==> src/hw/rod_motion_pkg.sv <==
package rod_motion_pkg;
   // rods handled by this block, and rod index width
   localparam int NUM_RODS = 4;
   localparam int ROD_W = 2;
   // step position scale: full-in is 0, full-out is 200 steps
   localparam logic [7:0] POS_FULL_IN = 8'h00;
   localparam logic [7:0] POS_FULL_OUT = 8'hC8;
   localparam logic [7:0] POS_TEST_MAX = 8'hFF;
   localparam logic [7:0] POS_RST = 8'h00;
   localparam logic [7:0] STEP_ONE = 8'h01;
   localparam logic [7:0] NOTCH_STEPS = 8'h04;
   // one step is 18.3 mm of travel, in micrometres
   localparam int STEP_UM = 18300;
   // timing
   localparam int CLK_PERIOD_NS = 8;
   localparam int STEP_TIME_NS = 2000;
   localparam int BRAKE_LEAD_NS = 400;
   localparam logic [8:0] STEP_CYC =
      9'((STEP_TIME_NS + CLK_PERIOD_NS - 1) / CLK_PERIOD_NS);
   localparam logic [8:0] BRAKE_CYC =
      9'((BRAKE_LEAD_NS + CLK_PERIOD_NS - 1) / CLK_PERIOD_NS);
   // register byte offsets
   localparam logic [7:0] REG_CTRL = 8'h00;
   localparam logic [7:0] REG_GANG = 8'h04;
   localparam logic [7:0] REG_STATUS = 8'h08;
   localparam logic [7:0] REG_POS_BASE = 8'h10;
   // control register fields and reset values
   localparam int CTRL_TEST_BIT = 0;
   localparam int CTRL_BYP_BIT = 1;
   localparam logic [1:0] CTRL_RST = 2'h0;
   localparam logic [3:0] GANG_RST = 4'hF;
   // status register fields
   localparam int ST_SEL_BIT = 0;
   localparam int ST_BLK_BIT = 1;
   localparam int ST_MIS_BIT = 2;
   localparam int ST_MOV_BIT = 3;
   localparam int ST_DIR_BIT = 4;
   localparam int ST_MODE_LSB = 5;

   typedef enum logic [1:0] {
      MODE_STEP,
      MODE_NOTCH,
      MODE_CONT
   } move_mode_t;

   typedef enum logic [1:0] {
      ST_IDLE,
      ST_BRAKE,
      ST_MOVE
   } run_state_t;
endpackage

==> src/hw/rod_step_motion_control.sv <==
// Chosen here: the strobed register port and the placing of the registers.
`timescale 1ns/1ps
module rod_step_motion_control
   import rod_motion_pkg::*;
(
   input wire logic ref_clk_i, // 125 MHz clock
   input wire logic rst_n_i, // async reset, active low
   input wire logic [7:0] addr_i, // register byte address
   input wire logic [31:0] wdata_i, // register write data
   input wire logic wr_i, // register write strobe
   input wire logic rd_i, // register read strobe
   output logic [31:0] rdata_o, // read data, cycle after rd_i
   input wire logic dir_touch_i, // direction selector touch
   input wire logic mode_touch_i, // movement mode selector touch
   input wire logic single_touch_i, // single-rod control touch
   input wire logic withdraw_pb_i, // withdraw pushbutton level
   input wire logic insert_pb_i, // insert pushbutton level
   input wire logic cmd_load_i, // command copies valid pulse
   input wire logic [1:0] cmd_a_rod_i, // channel A copy, rod index
   input wire logic cmd_a_gang_i, // channel A copy, gang flag
   input wire logic [1:0] cmd_b_rod_i, // channel B copy, rod index
   input wire logic cmd_b_gang_i, // channel B copy, gang flag
   input wire logic thermal_limit_blk_i, // thermal limit monitor block
   input wire logic rod_worth_blk_i, // rod worth minimizer block
   input wire logic startup_nm_blk_i, // startup neutron monitor block
   input wire logic avg_power_blk_i, // average power monitor block
   input wire logic [3:0] separation_i, // rod drive separation per rod
   input wire logic [3:0] rod_operable_i, // rod operable per rod
   input wire logic alt_insert_a_i, // insertion/scram-follow, chan A
   input wire logic alt_insert_b_i, // insertion/scram-follow, chan B
   input wire logic [11:0] synchro_a_i, // synchro A digitised angle
   input wire logic [11:0] synchro_b_i, // synchro B digitised angle
   output logic cmd_dir_out_o, // selected direction, 1 = out
   output logic [1:0] cmd_mode_o, // selected movement mode
   output logic stop_req_o, // motion stop request pulse
   output logic rod_block_o, // rod block toward server module
   output logic motion_inhibit_o, // command copy mismatch
   output logic [3:0] chan_a_step_o, // step command, channel A
   output logic [3:0] chan_b_step_o, // step command, channel B
   output logic chan_dir_o, // step direction, 1 = withdraw
   output logic [3:0] motor_step_o, // voted motor step pulse
   output logic brake_release_o, // voted brake release
   output logic [11:0] abs_pos_o, // absolute position from synchros
   output logic [7:0] disp_pos_o, // shown step position
   output logic [3:0] disp_bright_o, // 1 full, 0 half brightness
   output logic moving_o // movement in progress
);

   logic test_mode;
   logic bypass;
   logic [3:0] gang_mask;
   logic sel_valid;
   logic sel_gang;
   logic [ROD_W-1:0] sel_rod;
   logic mismatch;
   logic wd_q;
   logic in_q;
   logic run_out;
   logic run_cont;
   logic [3:0] run_mask;
   logic [8:0] tmr;
   logic brake_a;
   logic brake_b;
   logic [7:0] pos [NUM_RODS];
   logic [7:0] tgt [NUM_RODS];
   move_mode_t mode;
   run_state_t state;
   logic [3:0] sel_mask;
   logic [3:0] need;
   logic blk;
   logic start_w;
   logic start_i;
   logic start_ok;
   logic pb_held;
   logic all_done;
   logic tick;
   logic copies_agree;

   // clamp a signed step value into the travel allowed now
   function automatic logic [7:0] clamp_pos(input logic signed [9:0] v,
                                            input logic tm);
      logic signed [9:0] hi;
      hi = $signed({2'h0, tm ? POS_TEST_MAX : POS_FULL_OUT});
      if (v < $signed({2'h0, POS_FULL_IN})) begin
         clamp_pos = POS_FULL_IN;
      end else if (v > hi) begin
         clamp_pos = hi[7:0];
      end else begin
         clamp_pos = v[7:0];
      end
   endfunction

   // position moved by d steps in the given direction
   function automatic logic signed [9:0] offs(input logic [7:0] p,
                                              input logic out,
                                              input logic [7:0] d);
      if (out) begin
         offs = $signed({2'h0, p}) + $signed({2'h0, d});
      end else begin
         offs = $signed({2'h0, p}) - $signed({2'h0, d});
      end
   endfunction

   // next four-step boundary beyond p in the given direction
   function automatic logic signed [9:0] notch_tgt(input logic [7:0] p,
                                                   input logic out);
      logic [7:0] base;
      base = {p[7:2], 2'h0};
      if (out) begin
         notch_tgt = offs(base, 1'b1, NOTCH_STEPS);
      end else if (p[1:0] != 2'h0) begin
         notch_tgt = $signed({2'h0, base});
      end else begin
         notch_tgt = offs(base, 1'b0, NOTCH_STEPS);
      end
   endfunction

   // rods taking part: one rod or the gang, operable ones only
   assign sel_mask = !sel_valid ? 4'h0 :
      ((sel_gang ? gang_mask : 4'(4'h1 << sel_rod)) & rod_operable_i);
   assign copies_agree = (cmd_a_rod_i == cmd_b_rod_i) &&
                         (cmd_a_gang_i == cmd_b_gang_i);
   // any block source stops motion
   assign blk = thermal_limit_blk_i | rod_worth_blk_i |
                startup_nm_blk_i | avg_power_blk_i |
                (|(separation_i & sel_mask)) |
                (mismatch & ~bypass);
   assign start_w = withdraw_pb_i & ~wd_q;
   assign start_i = insert_pb_i & ~in_q & ~withdraw_pb_i;
   // a new movement only starts when nothing blocks it
   assign start_ok = (state == ST_IDLE) && (start_w || start_i) &&
                     !blk && (sel_mask != 4'h0);
   assign pb_held = run_out ? withdraw_pb_i : insert_pb_i;
   always_comb begin
      for (int i = 0; i < NUM_RODS; i++) begin
         need[i] = run_mask[i] && (pos[i] != tgt[i]);
      end
   end
   assign all_done = (need == 4'h0);
   assign tick = (state == ST_MOVE) && (tmr == 9'h000) && !blk && !all_done;

   // register writes: test mode, bypass and gang membership
   always_ff @(posedge ref_clk_i or negedge rst_n_i) begin
      if (!rst_n_i) begin
         test_mode <= CTRL_RST[CTRL_TEST_BIT];
         bypass <= CTRL_RST[CTRL_BYP_BIT];
         gang_mask <= GANG_RST;
      end else if (wr_i) begin
         if (addr_i == REG_CTRL) begin
            test_mode <= wdata_i[CTRL_TEST_BIT];
            bypass <= wdata_i[CTRL_BYP_BIT];
         end else if (addr_i == REG_GANG) begin
            gang_mask <= wdata_i[3:0];
         end
      end
   end

   // register reads; unmapped addresses read zero
   always_ff @(posedge ref_clk_i or negedge rst_n_i) begin
      if (!rst_n_i) begin
         rdata_o <= 32'h0000_0000;
      end else if (rd_i) begin
         rdata_o <= 32'h0000_0000;
         if (addr_i == REG_CTRL) begin
            rdata_o[CTRL_TEST_BIT] <= test_mode;
            rdata_o[CTRL_BYP_BIT] <= bypass;
         end else if (addr_i == REG_GANG) begin
            rdata_o[3:0] <= gang_mask;
         end else if (addr_i == REG_STATUS) begin
            rdata_o[ST_SEL_BIT] <= sel_valid;
            rdata_o[ST_BLK_BIT] <= blk;
            rdata_o[ST_MIS_BIT] <= mismatch;
            rdata_o[ST_MOV_BIT] <= (state != ST_IDLE);
            rdata_o[ST_DIR_BIT] <= cmd_dir_out_o;
            rdata_o[ST_MODE_LSB +: 2] <= mode;
         end else if (addr_i[7:4] == REG_POS_BASE[7:4] &&
                      addr_i[1:0] == 2'h0) begin
            rdata_o[7:0] <= pos[addr_i[3:2]];
         end
      end
   end

   // command selector: direction toggles, mode cycles
   always_ff @(posedge ref_clk_i or negedge rst_n_i) begin
      if (!rst_n_i) begin
         cmd_dir_out_o <= 1'b0;
         mode <= MODE_STEP;
      end else begin
         if (dir_touch_i) begin
            cmd_dir_out_o <= ~cmd_dir_out_o;
         end
         if (mode_touch_i) begin
            case (mode)
               MODE_STEP: mode <= MODE_NOTCH;
               MODE_NOTCH: mode <= MODE_CONT;
               MODE_CONT: mode <= MODE_STEP;
               default: mode <= MODE_STEP;
            endcase
         end
      end
   end
   assign cmd_mode_o = mode;

   // selection from the two command copies; a mismatch inhibits motion
   always_ff @(posedge ref_clk_i or negedge rst_n_i) begin
      if (!rst_n_i) begin
         sel_valid <= 1'b0;
         sel_gang <= 1'b0;
         sel_rod <= '0;
         mismatch <= 1'b0;
         stop_req_o <= 1'b0;
      end else begin
         stop_req_o <= single_touch_i && sel_valid && !cmd_load_i;
         if (cmd_load_i) begin
            // both copies must agree before a rod is taken up
            mismatch <= !copies_agree;
            sel_valid <= copies_agree;
            sel_rod <= cmd_a_rod_i;
            sel_gang <= cmd_a_gang_i;
         end else if (single_touch_i && sel_valid) begin
            sel_valid <= 1'b0;
         end
      end
   end
   assign motion_inhibit_o = mismatch;

   // pushbutton history for press detection
   always_ff @(posedge ref_clk_i or negedge rst_n_i) begin
      if (!rst_n_i) begin
         wd_q <= 1'b0;
         in_q <= 1'b0;
      end else begin
         wd_q <= withdraw_pb_i;
         in_q <= insert_pb_i;
      end
   end

   // run sequencer: brake lead, then timed steps until targets reached
   always_ff @(posedge ref_clk_i or negedge rst_n_i) begin
      if (!rst_n_i) begin
         state <= ST_IDLE;
         tmr <= 9'h000;
         run_mask <= 4'h0;
         run_out <= 1'b0;
         run_cont <= 1'b0;
      end else begin
         case (state)
            ST_IDLE: begin
               if (start_ok) begin
                  run_mask <= sel_mask;
                  run_out <= start_w;
                  run_cont <= (mode == MODE_CONT);
                  tmr <= BRAKE_CYC;
                  state <= ST_BRAKE;
               end
            end
            ST_BRAKE: begin
               if (blk) begin
                  state <= ST_IDLE;
               end else if (tmr == 9'h000) begin
                  tmr <= STEP_CYC;
                  state <= ST_MOVE;
               end else begin
                  tmr <= tmr - 9'h001;
               end
            end
            ST_MOVE: begin
               if (blk || all_done) begin
                  state <= ST_IDLE;
               end else if (tmr == 9'h000) begin
                  tmr <= STEP_CYC;
               end else begin
                  tmr <= tmr - 9'h001;
               end
            end
            default: state <= ST_IDLE;
         endcase
      end
   end
   assign moving_o = (state != ST_IDLE);
   assign chan_dir_o = run_out;

   // targets: set at start, advanced in continuous, frozen or halted
   always_ff @(posedge ref_clk_i or negedge rst_n_i) begin
      if (!rst_n_i) begin
         for (int i = 0; i < NUM_RODS; i++) begin
            tgt[i] <= POS_RST;
         end
      end else begin
         for (int i = 0; i < NUM_RODS; i++) begin
            if (start_ok && sel_mask[i]) begin
               if (mode == MODE_STEP) begin
                  tgt[i] <= clamp_pos(offs(pos[i], start_w, STEP_ONE),
                                      test_mode);
               end else begin
                  tgt[i] <= clamp_pos(notch_tgt(pos[i], start_w),
                                      test_mode);
               end
            end else if (blk && state != ST_IDLE) begin
               tgt[i] <= pos[i];
            end else if (tick && need[i] && run_cont && pb_held) begin
               // four steps ahead of the position after this step
               tgt[i] <= clamp_pos(offs(clamp_pos(
                  offs(pos[i], run_out, STEP_ONE), test_mode),
                  run_out, NOTCH_STEPS), test_mode);
            end
         end
      end
   end

   // step position counter, one count per completed step
   always_ff @(posedge ref_clk_i or negedge rst_n_i) begin
      if (!rst_n_i) begin
         for (int i = 0; i < NUM_RODS; i++) begin
            pos[i] <= POS_RST;
         end
      end else begin
         for (int i = 0; i < NUM_RODS; i++) begin
            if (tick && need[i]) begin
               pos[i] <= clamp_pos(offs(pos[i], run_out, STEP_ONE),
                                   test_mode);
            end
         end
      end
   end

   // per-channel commands; the inverter and brake vote two of two
   always_ff @(posedge ref_clk_i or negedge rst_n_i) begin
      if (!rst_n_i) begin
         chan_a_step_o <= 4'h0;
         chan_b_step_o <= 4'h0;
         motor_step_o <= 4'h0;
         brake_a <= 1'b0;
         brake_b <= 1'b0;
         brake_release_o <= 1'b0;
         rod_block_o <= 1'b0;
      end else begin
         chan_a_step_o <= tick ? need : 4'h0;
         chan_b_step_o <= tick ? need : 4'h0;
         motor_step_o <= chan_a_step_o & chan_b_step_o;
         brake_a <= (state != ST_IDLE);
         brake_b <= (state != ST_IDLE);
         // one channel is enough for emergency insertion paths
         brake_release_o <= (brake_a & brake_b) |
                            alt_insert_a_i | alt_insert_b_i;
         rod_block_o <= blk;
      end
   end

   // synchro pair averaged into one absolute position word
   always_ff @(posedge ref_clk_i or negedge rst_n_i) begin
      if (!rst_n_i) begin
         abs_pos_o <= 12'h000;
      end else begin
         abs_pos_o <= 12'(({1'b0, synchro_a_i} +
                           {1'b0, synchro_b_i}) >> 1);
      end
   end

   // display: selected position held, all other rods dimmed
   always_ff @(posedge ref_clk_i or negedge rst_n_i) begin
      if (!rst_n_i) begin
         disp_pos_o <= 8'h00;
         disp_bright_o <= 4'hF;
      end else begin
         disp_pos_o <= sel_valid ? pos[sel_rod] : 8'h00;
         disp_bright_o <= sel_valid ? 4'(4'h1 << sel_rod) : 4'hF;
      end
   end
endmodule // rod_step_motion_control

==> config.mk <==
export PLATFORM = sky130hd
export DESIGN_NAME = rod_step_motion_control
export DESIGN_NICKNAME = d
export VERILOG_FILES = /design/src/hw/rod_motion_pkg.sv /design/src/hw/rod_step_motion_control.sv
export SDC_FILE = /design/constraint.sdc
export NUM_CORES = 1
export LEC_CHECK = 0
export BUFFER_PORTS_ARGS = -buffer_cell sky130_fd_sc_hd__buf_2
export CAP_MARGIN = 10
export CORE_MARGIN = 1.5
export CORE_UTILIZATION = 40
export CTS_CLUSTER_DIAMETER = 50
export DETAILED_ROUTE_END_ITERATION = 8
export HOLD_SLACK_MARGIN = 0.15
export PLACE_DENSITY = 0.63
export SLEW_MARGIN = 20
export SYNTH_ARGS = -nofsm -noshare
export SYNTH_HDL_FRONTEND = slang
export SYNTH_SLANG_ARGS = --single-unit
==> constraint.sdc <==
create_clock -name ref_clk_i -period 6.15 [get_ports ref_clk_i]
set_clock_uncertainty 0.05 [all_clocks]
set_input_delay 0 -clock ref_clk_i [delete_from_list [all_inputs] [get_ports ref_clk_i]]
set_output_delay 0 -clock ref_clk_i [all_outputs]
set_load 0.02 [all_outputs]
* Word level (Yosys, flattened, before mapping) *
Index checks and enable logic that the tools add are counted.

word-level totals
  register bits = 141
  input port bits = 94
  output and inout bits = 77
  logic and storage cells = 369

cells by class
  add/sub/neg operators = 26
  magnitude comparators = 42
  equal/unequal tests = 18
  shift operators = 1
  multiplexer cells = 165
  bitwise operators = 22
  reductions and logical operators = 61

operator list
  operator                                                                        number
  10-bit two-way mux                                                              64
  8-bit two-way mux                                                               74
  10-bit by 9-bit greater-than comparator with 1-bit output                       20
  10-bit by 1-bit less-than comparator with 1-bit output (second input constant)  20
  8-bit by 3-bit adder with 9-bit output (second input constant)                  8
  8-bit by 3-bit subtractor with 9-bit output (second input constant)             8
  8-bit by 1-bit adder with 9-bit output (second input constant)                  4
  9-bit two-way mux                                                               4
  8-bit by 1-bit subtractor with 9-bit output (second input constant)             4
  8-bit binary-select mux with 2-bit select                                       2
  8-bit != test                                                                   4
  1-bit logical AND                                                               31
  9-bit one-hot mux with 3 select lines                                           1
  4-bit two-way mux                                                               6
  3-bit nonzero test                                                              5
  12-bit by 12-bit adder with 13-bit output                                       1
  4-bit AND                                                                       3
  6-bit two-way mux                                                               2
  2-bit nonzero test                                                              6
  2-bit two-way mux                                                               5
  9-bit logical NOT                                                               1
  9-bit by 1-bit subtractor with 9-bit output (second input constant)             1
  8-bit by 3-bit == test with 1-bit output (second input constant)                1
  8-bit by 4-bit == test with 1-bit output (second input constant)                1
  other kinds (28)                                                                59

* Depth between registers and ports, before layout *
Gate-level depths: netlist (run 1).

  word-level depth = 34
  mapped depth = 33
  depth with buffers taken out = 28

* Worst setup path after synthesis (run 1) *
No wires, ideal clock.

  kind = register to register
  start = reg run_out (netlist: chan_dir_o)
  end = reg tgt[9] (netlist name)
  setup time = 126 ps
  arrival = 6168 ps
  required time = 5974 ps
  setup slack = -194 ps
  stages on the path, launching flop included = 31
  buffers on the path = 8
  period minus slack after synthesis = 6344 ps
  cells stage by stage = dfrtp_1 -> buf_2 -> buf_2 -> buf_2 -> buf_2 -> buf_2 -> buf_2 -> buf_2 -> buf_2 -> xnor2_1 -> ha_1 -> nor2b_1 -> o21ai_0 -> a21oi_1 -> a221o_1 -> a31oi_2 -> a21boi_0 -> nor2_1 -> inv_1 -> ha_1 -> nor2b_1 -> a21oi_1 -> xnor2_1 -> ha_1 -> nand3_1 -> o21ai_0 -> o21ai_0 -> o41ai_4 -> mux2_2 -> a221oi_1 -> nor2_1

between the ends
  word-level cells in the longest chain between the ends = 21
  elaborated cells on any way between the ends = 27
  classes of those cells = 2 x add/sub; 4 x order compare; 19 x mux; 2 x reduce/logical

ends and longest elaborated chain
  element                                                    RTL line                        source
  from (decl)                                                rod_step_motion_control.sv:58   logic run_out;
  from (signal assigned)                                     rod_step_motion_control.sv:251  run_out <= start_w;
  10-bit two-way mux                                         rod_step_motion_control.sv:97   if (out) begin
  10-bit two-way mux                                         rod_step_motion_control.sv:301  end else if (tick && need[i] && run_cont && pb_held) begin
  10-bit two-way mux                                         rod_step_motion_control.sv:299  end else if (blk && state != ST_IDLE) begin
  10-bit two-way mux                                         rod_step_motion_control.sv:291  if (start_ok && sel_mask[i]) begin
  10-bit by 9-bit greater-than comparator with 1-bit output  rod_step_motion_control.sv:86   end else if (v > hi) begin
  8-bit two-way mux                                          rod_step_motion_control.sv:86
  8-bit two-way mux                                          rod_step_motion_control.sv:84   if (v < $signed({2'h0, POS_FULL_IN})) begin
  8-bit two-way mux                                          rod_step_motion_control.sv:301
  [... 5 more ...]                                           --
  10-bit two-way mux                                         rod_step_motion_control.sv:299
  10-bit two-way mux                                         rod_step_motion_control.sv:291
  10-bit by 9-bit greater-than comparator with 1-bit output  rod_step_motion_control.sv:86
  8-bit two-way mux                                          rod_step_motion_control.sv:86
  8-bit two-way mux                                          rod_step_motion_control.sv:84
  8-bit two-way mux                                          rod_step_motion_control.sv:301
  8-bit two-way mux                                          rod_step_motion_control.sv:299
  8-bit two-way mux                                          rod_step_motion_control.sv:291
  to (signal, indexed assignment)                            rod_step_motion_control.sv:293  tgt[i] <= clamp_pos(offs(pos[i], start_w, STEP_ONE),
  to (signal, indexed assignment)                            rod_step_motion_control.sv:300  tgt[i] <= pos[i];
  to (signal, indexed assignment)                            rod_step_motion_control.sv:303  tgt[i] <= clamp_pos(offs(clamp_pos(
  to (decl)                                                  rod_step_motion_control.sv:65   logic [7:0] tgt [NUM_RODS];

Parallel ways exist; a longest one is shown, timed or not. The select of a mux whose other input is x is not followed.
A chain may end at the register's enable or synchronous reset.

* Final worst setup path (run 1) *
  start = reg pos[26] (netlist name)
  end = reg tgt[28] (netlist name)

between the ends
  word-level cells in the longest chain between the ends = 22
  elaborated cells on any way between the ends = 53
  classes of those cells = 6 x add/sub; 8 x order compare; 1 x eq/ne; 30 x mux; 8 x reduce/logical

ends and longest elaborated chain
  element                                                                                                       RTL line                                                       source
  from (decl)                                                                                                   rod_step_motion_control.sv:64                                  logic [7:0] pos [NUM_RODS];
  from (signal, indexed assignment)                                                                             rod_step_motion_control.sv:320                                 pos[i] <= clamp_pos(offs(pos[i], run_out, STEP_ONE),
  8-bit by 1-bit subtractor with 9-bit output / 8-bit by 1-bit adder with 9-bit output (equally long branches)  rod_step_motion_control.sv:100, rod_step_motion_control.sv:98
  10-bit two-way mux                                                                                            rod_step_motion_control.sv:97
  10-bit two-way mux                                                                                            rod_step_motion_control.sv:301
  10-bit two-way mux                                                                                            rod_step_motion_control.sv:299
  10-bit two-way mux                                                                                            rod_step_motion_control.sv:291
  10-bit by 9-bit greater-than comparator with 1-bit output                                                     rod_step_motion_control.sv:86
  8-bit two-way mux                                                                                             rod_step_motion_control.sv:86
  8-bit two-way mux                                                                                             rod_step_motion_control.sv:84
  [... 6 more ...]                                                                                              --
  10-bit two-way mux                                                                                            rod_step_motion_control.sv:299
  10-bit two-way mux                                                                                            rod_step_motion_control.sv:291
  10-bit by 9-bit greater-than comparator with 1-bit output                                                     rod_step_motion_control.sv:86
  8-bit two-way mux                                                                                             rod_step_motion_control.sv:86
  8-bit two-way mux                                                                                             rod_step_motion_control.sv:84
  8-bit two-way mux                                                                                             rod_step_motion_control.sv:301
  8-bit two-way mux                                                                                             rod_step_motion_control.sv:299
  8-bit two-way mux                                                                                             rod_step_motion_control.sv:291

Parallel ways exist; a longest one is shown, timed or not. The select of a mux whose other input is x is not followed.

==> flow_summary.ini, run 1 <==
[yosys]
synthCells = 1765
yosys_warnings = 0
synth_edf_count = 0
ys.flop_type = dfrtp_1
seq_area_frac_synth = 0.2480
syn_area_um2 = 14270
ys_seq_elements = 141
synth_cell_types = 92
avgSynthCellArea_um2 = 8.085
synthArstFlopShare = 1.000

[cts]
cts_buffer_depth = 2
cts_buffers = 17
cts_tree = yes
worstSkewPairLatency_ps = 440
cts-root-buf = clkbuf_16
h-tree-depth = 4
cts_sinks = 141
cts.reportedPaths.clkPinSlew_ps = 60

[drt]
wirelength_mm = 46.93
drc_errors = 0
vias_per_cell = 5.960
final_antenna_net_count = 0
dr.first_iter.drc_count = 1144
vias = 14300
wl_per_cell_um = 19.56
drt_pass1_iterations = 6

[setup_path]
required_ps = 6410
startpoint = pos[26]
crit_type = reg2reg
cp.arrival_ps = 6140
reg2reg_slack_ps = 260
path_max_fanout = 7
worstReg2RegEnd = tgt[28]
worstReg2RegStart = pos[26]
startpoint_type = flip-flop
rr_worst_depth = 26
endpoint = tgt[28]
cp-end-kind = flip-flop

[job]
drv_cap = 0

[worst_hold_path]
hp-class = in2reg

[placement]
numPortBuffers = 118
dp_hpwl_mm = 33.99
place_congestion = 0.9552

[timing]
finalHoldWorstSlack_ps = 161.0
fin_tns_setup_ps = 0
post-route-period-util = 0.9573
max_slew_margin = 0.2910
hold_violations = 0
worst_pin_slew_ps = 1050
max_freq_mhz = 169.8
drv_slew = 0
fin_crit_ps = 5888
final-setup-viol-count = 0
rsz0062_at_grt = false

[global_route]
grt_first_pass_wirelength_mm = 72.92
grt_pass1_vias = 13440
antenna_found_initial = 0
grt_max_degree = 79
track_usage = 0.2523
grt_overflow_total = 0

[die]
die_y_um = 191.9
start_util = 0.4101
ios = 171
die_area_um2 = 36820
coreArea_um2 = 34800
die_x_um = 191.9
rows = 68

[layout]
final_nets = 2141
fillers = 3384
drive_above_1_share = 0.1554
area_delta_synth_final_pct = 17.11
layout_commonest_cell = nand2_1
most-common-layout-cells = nand2_1, a21oi_1, dfrtp_1

[run_status]
outcome = finished clean

[power]
combPwrFrac = 0.252
total_power_mw = 2.825
p_int_mw = 1.917
leakage_nw = 7.354
seqPwrFrac = 0.379
powerDensity_nw_per_um2 = 169.1
peakVddDrop_v = 0.0002025
switchingPower_mw = 0.9082
swShare = 0.3215
p_clk_frac = 0.369
==> power by group through the flow <==
stage / clock network [mW] / logic (mW) / registers (mW)
6_report: 1.04 / 0.712 / 1.07
5_1_grt: 1.10 / 0.780 / 1.08
4_1_cts: 1.06 / 0.700 / 1.07
3_5_place_dp: 0 / 0.644 / 1.09
3_3_place_gp: 0 / 0.632 / 1.08
2_1_floorplan: 0 / 0.424 / 1.11
==> synthesized netlist by cell type (11+ instances only) <==
master	instances	share of area
a221oi_1	11	0.0068
dfrtp_1	133	0.23
xnor2_1	111	0.068
mux2_2	26	0.021
mux4_2	14	0.022
buf_1	15	0.0039
nand4_1	34	0.015
nor2b_1	21	0.0092
o31ai_1	14	0.0074
a21oi_1	139	0.049
inv_1	84	0.022
a21o_1	24	0.013
and2_1	27	0.012
nand2_1	163	0.043
nor2_1	113	0.030
xor2_1	20	0.012
ha_1	116	0.10
and4_1	12	0.0074
nand3_1	75	0.026
clkbuf_1	63	0.017
and3_1	21	0.0092
o21a_1	15	0.0079
nor3_1	45	0.016
o21ai_0	121	0.042
a31oi_1	28	0.012
buf_4	28	0.015
o22ai_1	22	0.0096
o221ai_1	12	0.0074
or3_1	22	0.0096
nand2b_1	16	0.0070
buf_2	13	0.0046
mux2i_1	35	0.025
==> what timing repair did <==
| action | in CTS | in global routing |
|---|---|---|
| resized for setup | 0 | 9 |
| setup buffers | 0 | 2 |
| hold endpoints to repair | 117 | 0 |
| endpoints found under the setup margin | 0 | 15 |
| hold buffers | 69 | 0 |
==> stage by stage <==
step	instance area [um^2]	utilization	instances	setup slack [ps]
after CTS	16670	0.4792	2396	307.0
after floorplan	14380	-	1788	26.80
after detailed placement	15420	0.4431	2295	309.1
after global placement	15420	0.4431	2295	410.5
final	16710	0.4802	2399	262.4
after global routing	16710	0.4802	2398	13.47
==> sequential cells by signal (all words and copies together), names as in the netlist, 2 cells and up <==
register,cells
abs_pos_o,12
tgt,32
disp_bright_o,4
disp_pos_o,8
pos,32
chan_b_step_o,4
sel_rod,2
tmr,9
motor_step_o,4
gang_mask,4
rdata_o,8
run_mask,4
state,2
cmd_mode_o,2
==> critical path, stage by stage (launching register included) <==
cell,delay (ps)
dfrtp_1,490
or3_1,410
o32ai_1,330
buf_4,180
xnor2_1,220
inv_1,150
ha_1,310
nand2_1,100
nor2_1,50
nand3_1,60
o2111ai_1,210
o31ai_2,330
nand2_2,160
a21boi_0,170
or2_2,320
ha_1,190
nor2b_1,160
a21oi_1,170
xnor2_1,130
ha_1,290
nand3_1,70
o21ai_0,160
o21ai_0,130
a211oi_2,350
nor3b_1,90
o21ai_0,310
a31oi_1,140
==> logic make-up after synthesis <==
family          synth area share
compound gates            0.2196
mux                      0.07164
buf+inv                  0.06506
other cells            0.0002628
xor+xnor                 0.08040
fa+ha+maj                 0.1031
simple gates              0.2120
flops                     0.2480
==> worst min path at each step <==
| stage | end | cells past startpoint | slack, ps | start |
|---|---|---|---|---|
| floorplan | abs_pos_o[0] | 0 | -350 | rst_n_i |
| global placement | pos[30] | 1 | 40 | rst_n_i |
| detailed placement | pos[30] | 1 | 50 | rst_n_i |
| CTS | rdata_o[4] | 5 | 160 | addr_i[0] |
| global route | run_mask[3] | 4 | 230 | rod_operable_i[3] |
| finish | rdata_o[4] | 5 | 160 | addr_i[0] |
==> layer usage <==
metal | global-route usage | vias up | routed length (um)
met5 | 0 | - | 0
met4 | 0.08714 | 0 | 1201
met3 | 0.03782 | 89 | 3783
met2 | 0.4068 | 667 | 21310
met1 | 0.3426 | 6819 | 20630
li1 | - | 6724 | -
==> layout make-up <==
cell class	instances	area [um^2]	share of cell area
diodes	1	2.502	0.0001497
inverters	87	326.6	0.01954
well taps	455	569.3	0.03407
multi-input cells	1438	9953	0.5956
repair buffers	245	1748	0.1046
flip-flops and latches	141	3546	0.2122
clock buffers	25	475.5	0.02845
clock inverters	7	90.09	0.005391
(Power assumes the default switching activity.)
==> run 2, diff against run 1 <==
--- a/config.mk
+++ b/config.mk
@@ -5,13 +5,14 @@
 export SDC_FILE = /design/constraint.sdc
 export NUM_CORES = 1
 export LEC_CHECK = 0
-export BUFFER_PORTS_ARGS = -buffer_cell sky130_fd_sc_hd__buf_2
+export BUFFER_PORTS_ARGS = -buffer_cell sky130_fd_sc_hd__clkbuf_2
 export CAP_MARGIN = 10
 export CORE_MARGIN = 1.5
 export CORE_UTILIZATION = 40
 export CTS_CLUSTER_DIAMETER = 50
 export DETAILED_ROUTE_END_ITERATION = 8
 export HOLD_SLACK_MARGIN = 0.15
+export MAX_ROUTING_LAYER = met4
 export PLACE_DENSITY = 0.63
 export SLEW_MARGIN = 20
 export SYNTH_ARGS = -nofsm -noshare
==> flow_summary.ini, run 2 (synthesis results as in run 1) <==
[run_status]
outcome = finished clean

[timing]
post-route-period-util = 0.9336
final-setup-viol-count = 0
hold_violations = 0
drv_slew = 0
rsz0062_at_grt = false
max_slew_margin = 0.3257
fin_crit_ps = 5742
worst_pin_slew_ps = 1011
max_freq_mhz = 174.2
fin_tns_setup_ps = 0
setup_slack_ps = 408.1
finalHoldWorstSlack_ps = 186.7

[layout]
most-common-layout-cells = nand2_1, a21oi_1, dfrtp_1
utilization = 0.4843
final_nets = 2154
area_delta_synth_final_pct = 18.11
post-route-cell-area_um2 = 16850
largest_registers = pos (32), tgt (32), abs_pos_o (12)
drive_above_1_share = 0.1600
layout_commonest_cell = nand2_1
stdcell_count = 2412

[setup_path]
cp-end-kind = flip-flop
startpoint_type = flip-flop
crit_type = reg2reg
path_max_fanout = 11
worstReg2RegEnd = tgt[26]
cp.arrival_ps = 6060
rr_worst_depth = 27
required_ps = 6470
reg2reg_slack_ps = 410
worstReg2RegStart = pos[25]

[drt]
wl_per_cell_um = 19.61
wirelength_mm = 47.29
vias = 14470
drc_errors = 0
dr.first_iter.drc_count = 1253
drt_pass1_iterations = 6
vias_per_cell = 5.999
final_antenna_net_count = 0

[placement]
pre_cts_ws_ps = 305.6
placed_area_um2 = 15440
place_congestion = 0.9839
numPortBuffers = 118
dp_hpwl_mm = 34.35
dp.cells = 2298

[global_route]
grt_first_pass_wirelength_mm = 74.26
grt_max_degree = 78
track_usage = 0.2652
grt_pass1_vias = 13890
grtUsageMet2 = 0.4106
met1_usage = 0.3463
grt_overflow_total = 0
top_usage_layer = met2
antenna_found_initial = 1
met3_usage = 0.04166

[cts]
cts_buffer_depth = 2
cts_buffers = 17
cts.reportedPaths.clkPinSlew_ps = 70
h-tree-depth = 4
worstSkewPairLatency_ps = 450
cts_sinks = 141
cts-root-buf = clkbuf_16
cts_tree = yes

[die]
die_x_um = 191.9
start_util = 0.4101
die_y_um = 191.9
die_area_um2 = 36820
ios = 171
coreArea_um2 = 34800
rows = 68

[worst_hold_path]
min_to = run_mask[3]
whs_path_depth = 4
worstHoldStart = rod_operable_i[3]
hp-class = in2reg

[power]
leakage_nw = 7.422
powerDensity_nw_per_um2 = 167.5
peakVddDrop_v = 0.0001930
total_power_mw = 2.823

[job]
drv_cap = 0
run 2: changes by cell type in the layout (fill, tap and decap cells not counted), sizes merged:
cell,previous run,this run
dlygate4sd3,69,78
bufinv,2,1
clkinv,5,6
inv,85,88
clkinvlp,2,4
clkbuf,25,137
buf,176,63
run 2: worst max path at each step:
stage / startpoint / cells past startpoint / endpoint / slack [ps]
global placement: pos[26] / 25 / tgt[28] / 430
CTS: pos[26] / 25 / tgt[28] / 280
finish: pos[25] / 27 / tgt[26] / 410
floorplan: chan_dir_o / 31 / tgt[9] / 30
global route: pos[26] / 26 / tgt[24] / 0.5
detailed placement: pos[26] / 25 / tgt[28] / 310
run 2: critical path: stages, from the launching register on:
cell and delay (ps):
dfrtp_1 600, inv_1 190, ha_1 280, nor2b_1 180
o31ai_1 120, xnor2_1 380, inv_1 130, ha_1 290
nand2_1 70, nor2_1 50, nand3_1 60, o2111ai_1 210
o31ai_2 270, nand2_1 110, a21boi_1 180, or2_2 320
ha_1 200, nor2b_1 160, a21oi_1 160, xnor2_1 130
ha_1 290, nand3_1 70, o21ai_0 150, o21ai_0 120
a211oi_2 350, o21a_1 170, o21ai_0 130, a31oi_1 240
run 2: what timing repair did:
action,CTS,global route
resized for setup,0,11
endpoints found under the hold margin,117,0
setup endpoints to repair,0,16
hold buffers,78,0
setup buffers,0,3
run 2: routing by layer:
metal / share of wire / wire [um]
met1: 0.44 / 20830
met2: 0.46 / 21590
met3: 0.075 / 3524
met4: 0.029 / 1348
met5: 0 / 0
run 2: where the power goes:
part | total, mW | leakage [nW] | internal (mW) | switching (mW)
logic | 0.718 | 5.45 | 0.302 | 0.416
registers | 1.07 | 1.71 | 1.00 | 0.0686
clock network | 1.03 | 0.269 | 0.581 | 0.452
total | 2.82 | 7.42 | 1.89 | 0.937
run 2: final cells by class:
class | instances | area, um^2
Tap cell | 455 | 569.3
Fill cell | 3315 | 17940
Sequential cell | 141 | 3545
Clock buffer | 20 | 456.7
Timing Repair Buffer | 258 | 1868
Inverter | 87 | 326.6
Clock inverter | 12 | 113.9
Antenna cell | 1 | 2.502
Multi-Input combinational cell | 1438 | 9972
